**config.mk**
```make
export PLATFORM = sky130hd
export DESIGN_NAME = haptic_closed_loop_cal_regs
export DESIGN_NICKNAME = d
export VERILOG_FILES = /design/src/rtl/haptic_cal_pkg.sv /design/src/rtl/shaper_cfg_if.sv /design/src/rtl/haptic_closed_loop_cal_regs.sv /design/src/rtl/drive_shaper.sv
export VERILOG_INCLUDE_DIRS = /design/src /design/src/rtl
export SDC_FILE = /design/constraint.sdc
export NUM_CORES = 1
export LEC_CHECK = 0
export ABC_AREA = 1
export BUFFER_PORTS_ARGS = -buffer_cell sky130_fd_sc_hd__buf_2
export CORE_UTILIZATION = 45
export DETAILED_ROUTE_END_ITERATION = 16
export GPL_TIMING_DRIVEN = 0
export PLACE_DENSITY = 0.75
export SYNTH_ARGS = -nofsm -noshare
export SYNTH_HDL_FRONTEND = slang
export SYNTH_HIERARCHICAL = 1
export SYNTH_SLANG_ARGS = --single-unit
export TNS_END_PERCENT = 100
```
**constraint.sdc**
```tcl
create_clock -name clk_i -period 5.57 [get_ports clk_i]
set_input_delay 1.114 -clock clk_i [delete_from_list [all_inputs] [get_ports clk_i]]
set_output_delay 1.114 -clock clk_i [all_outputs]
set_load 0.02 [all_outputs]
```
**src/rtl/haptic_cal_map.svh**
```systemverilog
`ifndef HAPTIC_CAL_MAP_SVH
`define HAPTIC_CAL_MAP_SVH

// Register offsets (byte addresses on the plain port)
`define FULL_SCALE_REFERENCE_OFS      8'h1f
`define OVERDRIVE_CLAMP_LEVEL_OFS     8'h20
`define LOSS_COMPENSATION_RESULT_OFS  8'h21
`define FEEDBACK_GAIN_CALIBRATION_OFS 8'h22
`define FEEDBACK_LOOP_CONTROL_OFS     8'h23

// Reset values
`define FULL_SCALE_REFERENCE_RST      8'h3f
`define OVERDRIVE_CLAMP_LEVEL_RST     8'hff
`define LOSS_COMPENSATION_RESULT_RST  8'h0d
`define FEEDBACK_GAIN_CALIBRATION_RST 8'h6d
`define FEEDBACK_LOOP_CONTROL_RST     8'h36

// Control register field positions
`define NOISE_GATE_BIT                7
`define BRAKE_RATIO_MSB               6
`define BRAKE_RATIO_LSB               4
`define LOOP_GAIN_MSB                 3
`define LOOP_GAIN_LSB                 2
`define AMP_GAIN_MSB                  1
`define AMP_GAIN_LSB                  0

// Noise gate levels on the 8-bit scale where 8'hff is the supply
`define NOISE_GATE_LOW_LVL            8'h0a
`define NOISE_GATE_HIGH_LVL           8'h14

// Brake ratio code that removes feedback while braking
`define BRAKE_RATIO_OFF               3'h7

`endif

```
**src/rtl/haptic_cal_pkg.sv**
```systemverilog
package haptic_cal_pkg;

   // Playback phase requested by the engine, one-hot
   typedef enum logic [3:0] {
      PH_IDLE      = 4'b0001,
      PH_DRIVE     = 4'b0010,
      PH_OVERDRIVE = 4'b0100,
      PH_BRAKE     = 4'b1000
   } drive_phase_t;

   // Feedback loop settling speed
   typedef enum logic [1:0] {
      LOOP_VERY_SLOW = 2'h0,
      LOOP_SLOW      = 2'h1,
      LOOP_FAST      = 2'h2,
      LOOP_VERY_FAST = 2'h3
   } loop_speed_t;

   // Decoded control byte
   typedef struct packed {
      logic        noise_gate_level;
      logic [2:0]  brake_gain_ratio;
      loop_speed_t loop_speed;
      logic [1:0]  back_emf_amp_gain;
   } loop_ctrl_t;

endpackage

```
**src/rtl/shaper_cfg_if.sv**
```systemverilog
`timescale 1ns/1ps
// Configuration carried from the register bank to the output shaper
interface shaper_cfg_if;
   logic [7:0] full_scale;      // Full-scale reference level
   logic [7:0] clamp;           // Overdrive and brake ceiling
   logic [7:0] fb_cal;          // Feedback gain calibration value
   haptic_cal_pkg::loop_ctrl_t ctrl; // Control byte fields

   modport regs   (output full_scale, output clamp, output fb_cal, output ctrl);
   modport shaper (input full_scale, input clamp, input fb_cal, input ctrl);
endinterface

```
**src/rtl/haptic_closed_loop_cal_regs.sv**
```systemverilog
// The implementer's own choice: the plain strobed port.
`timescale 1ns/1ps
`include "haptic_cal_map.svh"
module haptic_closed_loop_cal_regs (
   // Clock and reset
   input  wire logic                         clk_i,
   input  wire logic                         reset_n_i,
   // Register port
   input  wire logic [7:0]                   addr_i,
   input  wire logic [7:0]                   wdata_i,
   input  wire logic                         wr_i,
   input  wire logic                         rd_i,
   output logic [7:0]                        rdata_o,
   // Calibration result port
   input  wire logic                         cal_done_i,
   input  wire logic [7:0]                   cal_comp_i,
   input  wire logic [1:0]                   cal_amp_gain_i,
   // Playback engine request
   input  wire haptic_cal_pkg::drive_phase_t phase_i,
   input  wire logic [7:0]                   req_mag_i,
   // Drive outputs
   output logic [7:0]                        level_o,
   output logic [11:0]                       fb_gain_o,
   output haptic_cal_pkg::loop_speed_t       loop_speed_o,
   output logic [1:0]                        amp_gain_o,
   output logic [7:0]                        loss_comp_o
);
   import haptic_cal_pkg::*;

   // Register storage, one byte per offset of the bank
   logic [7:0] fs_q, fs_d;          // Full-scale reference
   logic [7:0] clamp_q, clamp_d;    // Overdrive clamp level
   logic [7:0] comp_q, comp_d;      // Loss compensation result
   logic [7:0] fbcal_q, fbcal_d;    // Feedback gain calibration
   logic [7:0] ctrl_q, ctrl_d;      // Feedback loop control
   logic [7:0] rdata_d;             // Next read data

   // The shaper sees the stored bytes directly, so a write acts on its next sample
   shaper_cfg_if cfg_bus ();        // Link to the shaper

   // Address match helper
   function automatic logic hit(input logic [7:0] a, input logic [7:0] ofs);
      // Exact compare, so the bank never aliases elsewhere in the address space
      hit = (a == ofs);
   endfunction

   // Host writes, then calibration writeback on top of them
   always_comb begin
      fs_d    = fs_q;
      clamp_d = clamp_q;
      comp_d  = comp_q;
      fbcal_d = fbcal_q;
      ctrl_d  = ctrl_q;
      // Writes outside the bank match nothing and are dropped
      if (wr_i) begin
         if (hit(addr_i, `FULL_SCALE_REFERENCE_OFS))      fs_d    = wdata_i;
         if (hit(addr_i, `OVERDRIVE_CLAMP_LEVEL_OFS))     clamp_d = wdata_i;
         if (hit(addr_i, `LOSS_COMPENSATION_RESULT_OFS))  comp_d  = wdata_i;
         if (hit(addr_i, `FEEDBACK_GAIN_CALIBRATION_OFS)) fbcal_d = wdata_i;
         if (hit(addr_i, `FEEDBACK_LOOP_CONTROL_OFS))     ctrl_d  = wdata_i;
      end
      // Calibration wins a same-cycle collision so a result is never lost
      // Only the amplifier-gain bits of the control byte are touched here
      if (cal_done_i) begin
         comp_d                             = cal_comp_i;
         ctrl_d[`AMP_GAIN_MSB:`AMP_GAIN_LSB] = cal_amp_gain_i;
      end
   end

   // Read mux; unmapped addresses read zero
   // Data is registered so it stands for exactly the cycle after the strobe
   always_comb begin
      rdata_d = 8'h00;
      if (rd_i) begin
         if (hit(addr_i, `FULL_SCALE_REFERENCE_OFS))      rdata_d = fs_q;
         if (hit(addr_i, `OVERDRIVE_CLAMP_LEVEL_OFS))     rdata_d = clamp_q;
         if (hit(addr_i, `LOSS_COMPENSATION_RESULT_OFS))  rdata_d = comp_q;
         if (hit(addr_i, `FEEDBACK_GAIN_CALIBRATION_OFS)) rdata_d = fbcal_q;
         if (hit(addr_i, `FEEDBACK_LOOP_CONTROL_OFS))     rdata_d = ctrl_q;
      end
   end

   // Register storage with documented defaults
   always_ff @(posedge clk_i or negedge reset_n_i) begin
      if (!reset_n_i) begin
         fs_q    <= `FULL_SCALE_REFERENCE_RST;
         // Clamp starts at the top code, so overdrive is unlimited until set
         clamp_q <= `OVERDRIVE_CLAMP_LEVEL_RST;
         comp_q  <= `LOSS_COMPENSATION_RESULT_RST;
         fbcal_q <= `FEEDBACK_GAIN_CALIBRATION_RST;
         ctrl_q  <= `FEEDBACK_LOOP_CONTROL_RST;
         rdata_o <= 8'h00;
      end else begin
         fs_q    <= fs_d;
         clamp_q <= clamp_d;
         comp_q  <= comp_d;
         fbcal_q <= fbcal_d;
         ctrl_q  <= ctrl_d;
         rdata_o <= rdata_d;
      end
   end

   // Configuration to the shaper
   assign cfg_bus.full_scale = fs_q;
   assign cfg_bus.clamp      = clamp_q;
   assign cfg_bus.fb_cal     = fbcal_q;
   assign cfg_bus.ctrl       = loop_ctrl_t'(ctrl_q);

   // Analog settings straight from the registers
   // They leave the block raw; the analog stage applies its own scaling
   assign amp_gain_o  = ctrl_q[`AMP_GAIN_MSB:`AMP_GAIN_LSB];
   assign loss_comp_o = comp_q;

   drive_shaper u_shaper (
      .clk_i        (clk_i),
      .reset_n_i    (reset_n_i),
      .cfg          (cfg_bus.shaper),
      .phase_i      (phase_i),
      .req_mag_i    (req_mag_i),
      .level_o      (level_o),
      .fb_gain_o    (fb_gain_o),
      .loop_speed_o (loop_speed_o)
   );

   // Calibration result lands in the compensation register
   a_cal_comp_load: assert property (@(posedge clk_i) disable iff (!reset_n_i)
      cal_done_i |=> comp_q == $past(cal_comp_i))
      else $error("Compensation result not stored");
   // Calibration result lands in the amplifier-gain bits
   a_cal_amp_load: assert property (@(posedge clk_i) disable iff (!reset_n_i)
      cal_done_i |=> ctrl_q[1:0] == $past(cal_amp_gain_i))
      else $error("Amplifier gain not overwritten");
   // Calibration leaves the rest of the control byte alone
   a_cal_ctrl_keep: assert property (@(posedge clk_i) disable iff (!reset_n_i)
      (cal_done_i && !(wr_i && addr_i == `FEEDBACK_LOOP_CONTROL_OFS))
      |=> ctrl_q[7:2] == $past(ctrl_q[7:2]))
      else $error("Calibration disturbed control fields");
   // Host bits above the gain field survive a collision with calibration
   a_ctrl_upper_cal: assert property (@(posedge clk_i) disable iff (!reset_n_i)
      (cal_done_i && wr_i && addr_i == `FEEDBACK_LOOP_CONTROL_OFS)
      |=> ctrl_q[7:2] == $past(wdata_i[7:2]))
      else $error("Host control bits lost to calibration");
   // A full-scale write still holds a cycle later when nothing rewrites it
   a_write_holds: assert property (@(posedge clk_i) disable iff (!reset_n_i)
      (wr_i && addr_i == `FULL_SCALE_REFERENCE_OFS) ##1 !(wr_i && addr_i == `FULL_SCALE_REFERENCE_OFS)
      |=> fs_q == $past(wdata_i, 2))
      else $error("Full-scale write not held");
   // Control read returns the stored byte
   a_read_back: assert property (@(posedge clk_i) disable iff (!reset_n_i)
      (rd_i && addr_i == `FEEDBACK_LOOP_CONTROL_OFS) |=> rdata_o == $past(ctrl_q))
      else $error("Control read data wrong");

   // Host write to the full-scale reference lands at its strobe edge
   a_fs_write: assert property (@(posedge clk_i) disable iff (!reset_n_i)
      (wr_i && addr_i == `FULL_SCALE_REFERENCE_OFS) |=> fs_q == $past(wdata_i))
      else $error("Full-scale write lost");
   // Host write to the clamp lands at its strobe edge
   a_clamp_write: assert property (@(posedge clk_i) disable iff (!reset_n_i)
      (wr_i && addr_i == `OVERDRIVE_CLAMP_LEVEL_OFS) |=> clamp_q == $past(wdata_i))
      else $error("Clamp write lost");
   // Host write to the compensation register lands when calibration is quiet
   a_comp_write: assert property (@(posedge clk_i) disable iff (!reset_n_i)
      (wr_i && addr_i == `LOSS_COMPENSATION_RESULT_OFS && !cal_done_i)
      |=> comp_q == $past(wdata_i))
      else $error("Compensation write lost");
   // Host write to the feedback calibration lands at its strobe edge
   a_fbcal_write: assert property (@(posedge clk_i) disable iff (!reset_n_i)
      (wr_i && addr_i == `FEEDBACK_GAIN_CALIBRATION_OFS) |=> fbcal_q == $past(wdata_i))
      else $error("Feedback calibration write lost");
   // Host write to the control byte lands when calibration is quiet
   a_ctrl_write: assert property (@(posedge clk_i) disable iff (!reset_n_i)
      (wr_i && addr_i == `FEEDBACK_LOOP_CONTROL_OFS && !cal_done_i)
      |=> ctrl_q == $past(wdata_i))
      else $error("Control write lost");

   // Full-scale reference moves only on its own write
   a_fs_idle: assert property (@(posedge clk_i) disable iff (!reset_n_i)
      !(wr_i && addr_i == `FULL_SCALE_REFERENCE_OFS) |=> $stable(fs_q))
      else $error("Full-scale changed without a write");
   // Clamp moves only on its own write
   a_clamp_idle: assert property (@(posedge clk_i) disable iff (!reset_n_i)
      !(wr_i && addr_i == `OVERDRIVE_CLAMP_LEVEL_OFS) |=> $stable(clamp_q))
      else $error("Clamp changed without a write");
   // Compensation moves only on its own write or on calibration
   a_comp_idle: assert property (@(posedge clk_i) disable iff (!reset_n_i)
      (!(wr_i && addr_i == `LOSS_COMPENSATION_RESULT_OFS) && !cal_done_i)
      |=> $stable(comp_q))
      else $error("Compensation changed without a write");
   // Feedback calibration moves only on its own write
   a_fbcal_idle: assert property (@(posedge clk_i) disable iff (!reset_n_i)
      !(wr_i && addr_i == `FEEDBACK_GAIN_CALIBRATION_OFS) |=> $stable(fbcal_q))
      else $error("Feedback calibration changed without a write");
   // Control byte moves only on its own write or on calibration
   a_ctrl_idle: assert property (@(posedge clk_i) disable iff (!reset_n_i)
      (!(wr_i && addr_i == `FEEDBACK_LOOP_CONTROL_OFS) && !cal_done_i)
      |=> $stable(ctrl_q))
      else $error("Control changed without a write");

   // Full-scale read returns the stored byte
   a_read_fs: assert property (@(posedge clk_i) disable iff (!reset_n_i)
      (rd_i && addr_i == `FULL_SCALE_REFERENCE_OFS) |=> rdata_o == $past(fs_q))
      else $error("Full-scale read data wrong");
   // Clamp read returns the stored byte
   a_read_clamp: assert property (@(posedge clk_i) disable iff (!reset_n_i)
      (rd_i && addr_i == `OVERDRIVE_CLAMP_LEVEL_OFS) |=> rdata_o == $past(clamp_q))
      else $error("Clamp read data wrong");
   // Compensation read returns the stored byte
   a_read_comp: assert property (@(posedge clk_i) disable iff (!reset_n_i)
      (rd_i && addr_i == `LOSS_COMPENSATION_RESULT_OFS) |=> rdata_o == $past(comp_q))
      else $error("Compensation read data wrong");
   // Feedback calibration read returns the stored byte
   a_read_fbcal: assert property (@(posedge clk_i) disable iff (!reset_n_i)
      (rd_i && addr_i == `FEEDBACK_GAIN_CALIBRATION_OFS) |=> rdata_o == $past(fbcal_q))
      else $error("Feedback calibration read data wrong");
   // Read data falls back to zero when no read is pending
   a_read_idle: assert property (@(posedge clk_i) disable iff (!reset_n_i)
      !rd_i |=> rdata_o == 8'h00)
      else $error("Read data stood without a read");
   // Reads outside the bank return zero
   a_read_unmapped: assert property (@(posedge clk_i) disable iff (!reset_n_i)
      (rd_i && (addr_i < `FULL_SCALE_REFERENCE_OFS || addr_i > `FEEDBACK_LOOP_CONTROL_OFS))
      |=> rdata_o == 8'h00)
      else $error("Unmapped read returned data");

   // Every register shows its default at the first edge after reset
   a_reset_defaults: assert property (@(posedge clk_i) disable iff (!reset_n_i)
      $rose(reset_n_i) |-> (fs_q == `FULL_SCALE_REFERENCE_RST
         && clamp_q == `OVERDRIVE_CLAMP_LEVEL_RST
         && comp_q == `LOSS_COMPENSATION_RESULT_RST
         && fbcal_q == `FEEDBACK_GAIN_CALIBRATION_RST
         && ctrl_q == `FEEDBACK_LOOP_CONTROL_RST && rdata_o == 8'h00))
      else $error("Register left reset without its default");
endmodule

```
**src/rtl/drive_shaper.sv**
```systemverilog
`timescale 1ns/1ps
`include "haptic_cal_map.svh"
module drive_shaper (
   // Clock and reset
   input  wire logic                         clk_i,
   input  wire logic                         reset_n_i,
   // Configuration
   shaper_cfg_if.shaper                      cfg,
   // Engine request
   input  wire haptic_cal_pkg::drive_phase_t phase_i,
   input  wire logic [7:0]                   req_mag_i,
   // Shaped outputs
   output logic [7:0]                        level_o,
   output logic [11:0]                       fb_gain_o,
   output haptic_cal_pkg::loop_speed_t       loop_speed_o
);
   import haptic_cal_pkg::*;

   // Brake-to-drive ratio for a code; code 7 yields zero
   function automatic logic [4:0] ratio_of(input logic [2:0] code);
      unique case (code)
         3'h0: ratio_of = 5'h01;
         3'h1: ratio_of = 5'h02;
         3'h2: ratio_of = 5'h03;
         3'h3: ratio_of = 5'h04;
         3'h4: ratio_of = 5'h06;
         3'h5: ratio_of = 5'h08;
         3'h6: ratio_of = 5'h10;
         3'h7: ratio_of = 5'h00;
      endcase
   endfunction

   // Gate level picked by the noise gate bit
   function automatic logic [7:0] gate_of(input logic sel);
      gate_of = sel ? `NOISE_GATE_HIGH_LVL : `NOISE_GATE_LOW_LVL;
   endfunction

   logic [7:0]  level_d;       // Next output level
   logic [11:0] fb_gain_d;     // Next feedback gain
   logic [15:0] scaled;        // Request times full scale
   logic [7:0]  boosted;       // Request limited by the clamp
   logic [12:0] brake_gain;    // Calibration times brake ratio

   // Level and gain for the current phase
   always_comb begin
      scaled     = 16'(req_mag_i) * 16'(cfg.full_scale);
      boosted    = (req_mag_i > cfg.clamp) ? cfg.clamp : req_mag_i;
      brake_gain = 13'(cfg.fb_cal) * 13'(ratio_of(cfg.ctrl.brake_gain_ratio));
      level_d    = 8'h00;
      fb_gain_d  = 12'h000;
      unique case (phase_i)
         PH_IDLE: begin
            level_d   = 8'h00;
            fb_gain_d = 12'h000;
         end
         PH_DRIVE: begin
            // Full request maps one code below a nonzero full-scale reference
            level_d   = scaled[15:8];
            fb_gain_d = 12'(cfg.fb_cal);
         end
         PH_OVERDRIVE: begin
            // Overdrive may pass full scale, never the clamp
            level_d   = boosted;
            fb_gain_d = 12'(cfg.fb_cal);
         end
         PH_BRAKE: begin
            // Disabled braking drives nothing at all
            if (cfg.ctrl.brake_gain_ratio == `BRAKE_RATIO_OFF) begin
               level_d   = 8'h00;
               fb_gain_d = 12'h000;
            end else begin
               level_d   = boosted;
               fb_gain_d = brake_gain[11:0];
            end
         end
         default: begin
            // Illegal phase codes are treated as idle
            level_d   = 8'h00;
            fb_gain_d = 12'h000;
         end
      endcase
      // Small requests are gated to silence to avoid idle buzz
      if (req_mag_i < gate_of(cfg.ctrl.noise_gate_level)) begin
         level_d = 8'h00;
      end
   end

   // Output registers
   always_ff @(posedge clk_i or negedge reset_n_i) begin
      if (!reset_n_i) begin
         level_o      <= 8'h00;
         fb_gain_o    <= 12'h000;
         loop_speed_o <= LOOP_SLOW;
      end else begin
         level_o      <= level_d;
         fb_gain_o    <= fb_gain_d;
         loop_speed_o <= cfg.ctrl.loop_speed;
      end
   end

   a_clamp_ceiling: assert property (@(posedge clk_i) disable iff (!reset_n_i)
      (phase_i == PH_OVERDRIVE || phase_i == PH_BRAKE) |=> level_o <= $past(cfg.clamp))
      else $error("Overdrive or brake level above clamp");
   a_gate_silence: assert property (@(posedge clk_i) disable iff (!reset_n_i)
      (req_mag_i < gate_of(cfg.ctrl.noise_gate_level)) |=> level_o == 8'h00)
      else $error("Gated request produced output");
   a_brake_off: assert property (@(posedge clk_i) disable iff (!reset_n_i)
      (phase_i == PH_BRAKE && cfg.ctrl.brake_gain_ratio == `BRAKE_RATIO_OFF)
      |=> (fb_gain_o == 12'h000 && level_o == 8'h00))
      else $error("Disabled braking still drove");
   a_drive_gain: assert property (@(posedge clk_i) disable iff (!reset_n_i)
      phase_i == PH_DRIVE |=> fb_gain_o == 12'($past(cfg.fb_cal)))
      else $error("Drive gain differs from calibration");
   a_brake_ratio: assert property (@(posedge clk_i) disable iff (!reset_n_i)
      (phase_i == PH_BRAKE && cfg.ctrl.brake_gain_ratio == 3'h6)
      |=> fb_gain_o == 12'({$past(cfg.fb_cal), 4'h0}))
      else $error("Brake ratio 16 not applied");
   a_drive_full_scale: assert property (@(posedge clk_i) disable iff (!reset_n_i)
      phase_i == PH_DRIVE |=> level_o <= $past(cfg.full_scale))
      else $error("Drive level above full scale");
   a_loop_speed: assert property (@(posedge clk_i) disable iff (!reset_n_i)
      $changed(cfg.ctrl.loop_speed) |=> loop_speed_o == $past(cfg.ctrl.loop_speed))
      else $error("Loop speed not forwarded");
endmodule

```
# Word level (Yosys, flattened, before mapping)
# Memories as Yosys holds them, arrays and structs flattened.
# Index checks and enable logic that the tools add are counted.
# totals
rom_bits	40
out_inout_bits	40
in_bits	43
ff_bits	70
ram_bits	0
latchBits	0
memories	1
elab_cells	53
# mem_list
name	words	word_bits	rd	rd_ports_with_merged_regs	write_ports	line_no	source
(no name shown)	8	5	1	0	0	drive_shaper.sv:21	unique case (code)
# classes
addsub	0
shifts	0
eq_ne	9
n_mul	2
bitwise	0
div	0
muxes	19
order_cmp	2
n_reduce_logical	10
# ops
op	count
2-to-1 mux 8 bit	12
equality test 8 x 6 -> 1 bit, second input constant	4
one-hot mux 12 bit (2 select lines)	1
one-hot mux 8 bit (3 select lines)	1
multiplier 8 x 8 -> 16 bit	1
multiplier 8 x 5 -> 12 bit	1
2-to-1 mux 12 bit	1
AND reduction 2 bit	6
equality test 8 x 5 -> 1 bit, second input constant	1
greater-than comparator 8 bit	1
< comparator 8 bit	1
2-to-1 mux 2 bit	3
nonzero test 2 bit	3
2-to-1 mux 5 bit	1
equality test 4 x 2 -> 1 bit, second input constant	1
equality test 4 x 3 -> 1 bit, second input constant	1
equality test 4 bit, second input constant	1
equality test 3 bit, second input constant	1
OR reduction 2 bit	1

# Depth between registers and ports, before layout
# Gate-level depths: netlist (run 1).
# depth
ltp_word	7
mapped_depth	23
ltp_nobuf	22

# Cells and area by module
# Netlist (run 1), hierarchy kept.
# modules_own_cells
module	cells_each	area_each_um2	n_inst	seq_area_each_um2
drive_shaper	679	4784.6	1	551.8
haptic_closed_loop_cal_regs	294	2517.4	1	1233.7

# Worst setup path after synthesis (run 1)
# Ideal clock, no wire load.
# synth_timing
path_kind	input -> register
from	input req_mag_i[2]
to	register u_shaper.level_o[6]
arrival_time_ns	4.666
setup_time_ns	0.078
slack_ns	0.826
stages	21
path_cell_list	clkbuf_1 nand2_1 inv_1 fa_1 fa_1 fa_1 inv_1 fa_1 inv_1 ha_1 nand2_1 inv_2 nand2_1 nand2_1 inv_2 nor2_1 nor2_1 nand2_1 nand2_1 nand3_1 a21oi_1
# synth_between
elab_chain_cells	5
word_cells_on_any_way	7
# synth_rtl
item	line_no	source
start: declaration	haptic_closed_loop_cal_regs.sv:20	input wire logic [7:0] req_mag_i,
branches (longest 4 deep; another with multiplier 8 x 8 -> 16 bit)	--	
2-to-1 mux 8 bit (*)	drive_shaper.sv:83	if (req_mag_i < gate_of(cfg.ctrl.noise_gate_level)) begin
net u_shaper.level_d[6]	drive_shaper.sv:38	logic [7:0] level_d;
end signal: assignment	drive_shaper.sv:95	level_o <= level_d;
end: declaration	drive_shaper.sv:13	output logic [7:0] level_o,
# Mark *: on every way through the listed nets, which the timed path passes.
# A chain may end at the register's enable or synchronous reset.

# Worst setup path in the final report (run 1)
# layout_timing
from	input req_mag_i[4]
to	register u_shaper.level_o[6]
# Same word-level chain as after synthesis.

==> results of run 1 <==
cell usage in the layout, fill, tap and decap left out, drive strengths merged, types with 2 or more instances in the layout:
| master | Yosys | routed |
|---|---|---|
| a21o | 2 | 2 |
| a21oi | 37 | 37 |
| buf | 13 | 93 |
| clkbuf | 15 | 25 |
| clkinv | 0 | 5 |
| dfrtp | 43 | 43 |
| dfstp | 27 | 27 |
| fa | 52 | 52 |
| ha | 68 | 68 |
| inv | 200 | 201 |
| nand2 | 254 | 254 |
| nand3 | 80 | 80 |
| nand3b | 3 | 3 |
| nand4 | 7 | 7 |
| nor2 | 89 | 89 |
| nor3 | 5 | 5 |
| o21a | 7 | 7 |
| o21ai | 52 | 52 |
| o21bai | 2 | 2 |
| o22ai | 4 | 4 |
| or2 | 4 | 4 |
| xnor2 | 2 | 2 |
| xor2 | 4 | 4 |
worst max-delay path, stage by stage:
cell and delay (ns):
buf_2 0.14, clkbuf_1 0.43, nand2_1 0.10, inv_1 0.08, fa_1 0.44, fa_1 0.53, fa_1 0.56, inv_1 0.06
fa_1 0.53, inv_1 0.04, ha_1 0.35, a21oi_1 0.24, nand2_1 0.09, inv_2 0.07, nor2_1 0.04, nor2_1 0.11
nand2_1 0.06, nand2_1 0.05, nand3_1 0.06, a21oi_1 0.15
per-stage QoR:
step / setup WS (ns) / power, mW / std cells / hold WS (ns) / util [%]
CTS: 0.576 / 1.48 / 1285 / 0.377 / 51.9
detailed placement: 0.230 / 0.952 / 1269 / 0.365 / 50.2
global placement: 0.264 / 0.940 / 1269 / 0.369 / 50.2
finish: 0.578 / 1.47 / 1285 / 0.378 / 51.9
floorplan: 0.826 / 0.835 / 973 / 0.359 / -
global route: 0.265 / 1.56 / 1285 / 0.383 / 51.9
logic make-up (layout without fill, tap and decap cells):
group / count (synthesis) / count (layout) / synth area share (%)
compound gates: 107 / 107 / 8.62
buf+inv: 228 / 324 / 12.6
simple gates: 442 / 442 / 27.7
flops: 70 / 70 / 24.5
xor+xnor: 6 / 6 / 0.720
fa+ha+maj: 120 / 120 / 25.9
routing by layer:
layer / part of all wire (%) / GRT usage [%]
met3: 5.5 / 4.25
met4: 2.2 / 6.78
met5: 0 / 0
met2: 45 / 35.1
met1: 47 / 29.5
layout make-up:
class | count | share of cell area (%)
repair buffers | 80 | 4.89
well taps | 216 | 3.28
multi-input cells | 675 | 55.7
clock buffers | 10 | 2.78
clock inverters | 6 | 0.471
flip-flops and latches | 70 | 21.7
plain buffers | 28 | 2.09
inverters | 200 | 9.11
cell usage after synthesis, drive strengths merged, types with 3 or more instances:
cell type  count  area share, %
o21ai         52            4.1
nor2          89            6.0
nand4          7           0.69
o22ai          4           0.34
nor3           5           0.81
nand3b         3           0.31
nand2        254             14
o21a           7           0.72
xor2           4           0.48
dfrtp         43             15
inv          200             10
or2            4           0.38
nand3         80            5.5
a21oi         37            2.6
ha            68             12
fa            52             14
buf           13            1.6
dfstp         27            9.7
clkbuf        15           0.77
power breakdown:
part / switching (mW) / internal (mW) / total (mW)
clock: 0.228 / 0.301 / 0.529
sequential: 0.0251 / 0.543 / 0.568
combinational: 0.245 / 0.132 / 0.377
state kept, by name (all words and copies together), names as in the netlist:
signal and cells:
cfg_bus.ctrl 8, cfg_bus.fb_cal 8, u_shaper/fb_gain_o 12, cfg_bus.full_scale 8
loss_comp_o 8, cfg_bus.clamp 8, u_shaper/loop_speed_o 2, rdata_o 8
u_shaper/level_o 8
final timing paths:
check,start,to,slack (ns)
max,req_mag_i[4],u_shaper/level_o[6]$_DFF_PN0_,0.58
min,cfg_bus.ctrl[2]$_DFFE_PN1P_,u_shaper/loop_speed_o[0]$_DFF_PN1_,0.38
max reg2reg,cfg_bus.full_scale[5]$_DFFE_PN1P_,u_shaper/level_o[6]$_DFF_PN0_,1.05
min reg2reg,cfg_bus.ctrl[2]$_DFFE_PN1P_,u_shaper/loop_speed_o[0]$_DFF_PN1_,0.38
max in group asynchronous,reset_n_i,cfg_bus.full_scale[6]$_DFFE_PN0P_,4.12
min in group asynchronous,reset_n_i,u_shaper/fb_gain_o[5]$_DFF_PN0_,0.88
==> impl_metrics.py, run 1 <==
metrics = {
    "sta": {
        "tightest_slew_ns": 0.857,
        "hold_viol_final": 0,
        "drv_slew": 0,
        "fmax_mhz": 200,
        "slew_headroom_pct": 42.9,
        "min_period_over_period_pct": 89.6,
        "setup_viol": 0,
        "skew_ns": 0.00823,
        "finalSetupTns_ns": 0,
        "post-route-min-period_ns": 4.99,
        "rsz0062_at_grt": "no",
    },
    "floorplanning": {
        "coreArea_um2": 15900,
        "initial_core_util_pct": 46.0,
        "die_x_um": 129,
        "fp-row-count": 46,
        "num_io_pins": 83,
        "die_area_um2": 16700,
        "die-height_um": 129,
    },
    "clocking": {
        "cts_buffer_depth": 2,
        "cts_made_buffers": 9,
        "hold_buffers": 0,
        "clockRootBuffer": "clkbuf_16",
        "post_cts_buffers": 0,
        "numClockSinks": 70,
        "ctsResizeCount": 0,
        "cts.htree.levels": 3,
        "clk_pin_slew_worst_paths_ns": 0.06,
        "cts_tree": "built",
        "clkLatencyLatePin_ns": 0.34,
    },
    "detailed_routing": {
        "drc": 0,
        "ant_nets": 0,
        "drt_wl_total_um": 17300,
        "via_per_inst": 4.98,
        "drt_iter0_drc": 413,
        "wl_per_cell_um": 13.5,
        "vias": 6400,
        "firstDrtPassIters": 5,
    },
    "critical_path": {
        "reg2reg_depth": 19,
        "path_max_fanout": 9,
        "end_kind": "flip-flop",
        "cp_data_arrival_time_ns": 5.25,
        "worstSetupStartpointType": "primary input",
        "cp_data_required_time_ns": 5.83,
        "crit_type": "primary input to flip-flop",
    },
    "run_status": {
        "status": "finished, final reports clean",
    },
    "global_route": {
        "grt_max_degree": 71,
        "grt_pass1_wl_um": 28500,
        "grt_usage_pct": 21.8,
        "antenna_found_initial": 0,
        "grt_overflow": 0,
        "grt_pass1_vias": 6006,
    },
    "synth": {
        "synthArstFlopShare_pct": 100,
        "syn_area_per_cell_um2": 7.50,
        "ys.warnings.count": 6,
        "ys.flop_type": "dfrtp_1",
        "ys_seq_elements": 70,
        "synth_nets": 1136,
        "synth_cell_types": 42,
        "syn_area_um2": 7300,
        "ys_seq_area_share_pct": 24.5,
        "synth_enable_flop_cells": 0,
        "synthCells": 973,
    },
    "job": {
        "drv_cap": 0,
    },
    "power_and_ir_drop": {
        "cellLeakagePower_nw": 4.78,
        "ir_drop_uv": 150,
        "powerDensity_nw_per_um2": 179,
    },
    "cells_and_area": {
        "area.sequential_um2": 1790,
        "syn2layout_area_growth_pct": 12.9,
        "n_antenna_cell": 0,
        "nets": 1227,
        "multi_input_area_um2": 4590,
        "nFillCells": 1539,
        "drive_gt1_share_pct": 18.1,
        "final_area_um2": 8240,
    },
    "min_path": {
        "worstHoldPathCells": 0,
        "worst_hold_path_type": "flip-flop to flip-flop",
    },
    "placed_design": {
        "place.gp.congestion": 0.878,
        "hpwl_um": 13900,
        "port_buffers": 80,
        "postPlaceCellArea_um2": 7980,
    },
}
Power figures use the tool's default switching activity.
==> inputs of run 2 (changes only) <==
- CELL_PAD_IN_SITES_DETAIL_PLACEMENT: not set -> 0
- CELL_PAD_IN_SITES_GLOBAL_PLACEMENT: not set -> 2
- CORE_UTILIZATION: 45 -> 35
- PLACE_DENSITY: 0.75 -> 0.93
==> run 2 against run 1 <==
Against the previous run: combinational power up 1%; register-to-register slack worse by 0.09 ns; critical endpoint is now u_shaper/level_o[7]$_DFF_PN0_; first-iteration DRC count up 6.8%; core utilization down 11 points; clock skew up 0.00050 ns; sequential share of layout area down 0.18 points; power up 0.21%.
==> impl_metrics.py, run 2 (synthesized netlist as in run 1, its figures left out) <==
metrics = {
    "cells_and_area": {
        "drive_gt1_share_pct": 18.1,
        "post-route-util_pct": 40.8,
        "final_common_cell": "nand2_1",
        "syn2layout_area_growth_pct": 13.8,
        "nets": 1227,
        "largest_register_ffs": 12,
        "largest_register": "u_shaper/fb_gain_o",
        "n_antenna_cell": 0,
        "mostFrequentLayoutCells": "236 x nand2_1, 192 x inv_1, 82 x buf_2",
    },
    "clocking": {
        "hold_buffers": 0,
        "cts_tree": "built",
        "clockRootBuffer": "clkbuf_16",
        "cts_buffer_depth": 2,
        "clk_pin_slew_worst_paths_ns": 0.06,
        "cts_made_buffers": 9,
        "post_cts_buffers": 0,
        "numClockSinks": 70,
        "clkLatencyLatePin_ns": 0.34,
        "cts.htree.levels": 3,
        "ctsResizeCount": 0,
    },
    "detailed_routing": {
        "via_per_inst": 4.62,
        "firstDrtPassIters": 5,
        "ant_nets": 0,
        "wl_per_cell_um": 14.0,
        "drt_iter0_drc": 441,
        "vias": 6183,
        "drc": 0,
        "drt_wl_total_um": 18700,
    },
    "placed_design": {
        "place.gp.congestion": 0.851,
        "hpwl_um": 15000,
        "port_buffers": 80,
        "place_ws_ns": 0.128,
    },
    "critical_path": {
        "path_max_fanout": 9,
        "timing.rr.start": "cfg_bus.full_scale[5]$_DFFE_PN1P_",
        "crit_type": "primary input to flip-flop",
        "end_kind": "flip-flop",
        "worstSetupStartpointType": "primary input",
        "cp_data_required_time_ns": 5.82,
        "critPathLaunch": "req_mag_i[3]",
        "cp_data_arrival_time_ns": 5.31,
    },
    "sta": {
        "setup_slack_ns": 0.515,
        "hold_viol_final": 0,
        "slew_headroom_pct": 42.7,
        "tightest_slew_ns": 0.859,
        "fmax_mhz": 198,
        "drv_slew": 0,
        "setup_viol": 0,
        "skew_ns": 0.00873,
        "finalSetupTns_ns": 0,
        "post-route-min-period_ns": 5.05,
        "min_period_over_period_pct": 90.7,
        "rsz0062_at_grt": "no",
    },
    "power_and_ir_drop": {
        "power_frac_seq_pct": 38.5,
        "clockPowerShare_pct": 35.8,
        "p_int_uw": 978,
        "cellLeakagePower_nw": 4.77,
        "ir_drop_uv": 131,
        "power.switching_uw": 500,
        "powerDensity_nw_per_um2": 178,
        "p_total_mw": 1.48,
        "comb_power_share_pct": 25.8,
        "switching_share_pct": 33.8,
    },
    "global_route": {
        "grt_pass1_vias": 6095,
        "grt_pass1_wl_um": 31300,
        "antenna_found_initial": 0,
        "grt_overflow": 0,
        "grt_usage_pct": 18.3,
        "grt_max_degree": 71,
    },
    "floorplanning": {
        "fp-row-count": 52,
        "die_x_um": 146,
        "die_area_um2": 21400,
        "num_io_pins": 83,
        "coreArea_um2": 20400,
        "die-height_um": 146,
        "initial_core_util_pct": 35.9,
    },
    "min_path": {
        "worst_hold_path_type": "flip-flop to flip-flop",
        "min_from": "cfg_bus.ctrl[2]$_DFFE_PN1P_",
    },
    "run_status": {
        "status": "finished, final reports clean",
    },
    "job": {
        "drv_cap": 0,
    },
}
==> run 2: cell count changes in the layout (fill, tap and decap cells not counted) <==
cell        change
clkinv_2        -2
clkinvlp_4      +2
clkbuf_1        +1
inv_4           -1
==> run 2: critical path: stages <==
cell,delay (ns)
buf_2,0.12
clkbuf_1,0.44
nand2_1,0.10
inv_1,0.09
fa_1,0.44
fa_1,0.54
fa_1,0.55
inv_1,0.05
fa_1,0.53
inv_1,0.04
ha_1,0.38
nand2_1,0.11
nand2_1,0.09
nand2_1,0.07
nand2_1,0.06
inv_2,0.07
nor2_1,0.04
nor2_1,0.11
nand2_1,0.07
nand2_1,0.05
nand3_1,0.08
a21oi_1,0.16
==> run 2: worst paths after layout <==
| check | to | slack [ns] | depth (start not counted) |
|---|---|---|---|
| worst max-delay path | u_shaper/level_o[7]$_DFF_PN0_ | 0.52 | 22 |
| worst min-delay path | u_shaper/loop_speed_o[0]$_DFF_PN1_ | 0.37 | 0 |
| worst max register to register | u_shaper/level_o[7]$_DFF_PN0_ | 0.96 | 21 |
| worst min register to register | u_shaper/loop_speed_o[0]$_DFF_PN1_ | 0.37 | 0 |
| max in group asynchronous | cfg_bus.full_scale[6]$_DFFE_PN0P_ | 4.12 | 1 |
| min in group asynchronous | u_shaper/fb_gain_o[1]$_DFF_PN0_ | 0.90 | 1 |
==> run 2: layout make-up <==
cell class | instances | area [µm²]
Fill cell | 2121 | 12100
Inverter | 200 | 751
Multi-Input combinational cell | 675 | 4590
Clock buffer | 11 | 233
Sequential cell | 70 | 1790
Timing Repair Buffer | 80 | 403
Tap cell | 270 | 338
Clock inverter | 5 | 37.5
Buffer | 28 | 173
==> run 2: power groups by stage <==
stage	clock network, mW	logic [mW]	registers [mW]
after floorplan	0	0.258	0.577
after global placement	0	0.380	0.576
after detailed placement	0	0.384	0.577
after CTS	0.542	0.385	0.568
after global routing	0.563	0.438	0.572
final	0.528	0.381	0.568
==> run 2: stage by stage <==
stage                     cells  cell area [µm²]  hold slack [ns]
after floorplan             973             7300            0.359
after global placement     1323             8040            0.366
after detailed placement   1323             8040            0.366
after CTS                  1339             8310            0.375
after global routing       1339             8310            0.381
final                      1339             8310            0.373
==> run 2: per-layer routing <==
layer  routed length [µm]  global-route usage (%)  vias up
met1                 9440                    27.0     2815
met2                 8190                    28.4      161
met3                  806                    2.56       17
li1                     -                       -     3190
met5                    0                       0        -
met4                  275                    3.80        0
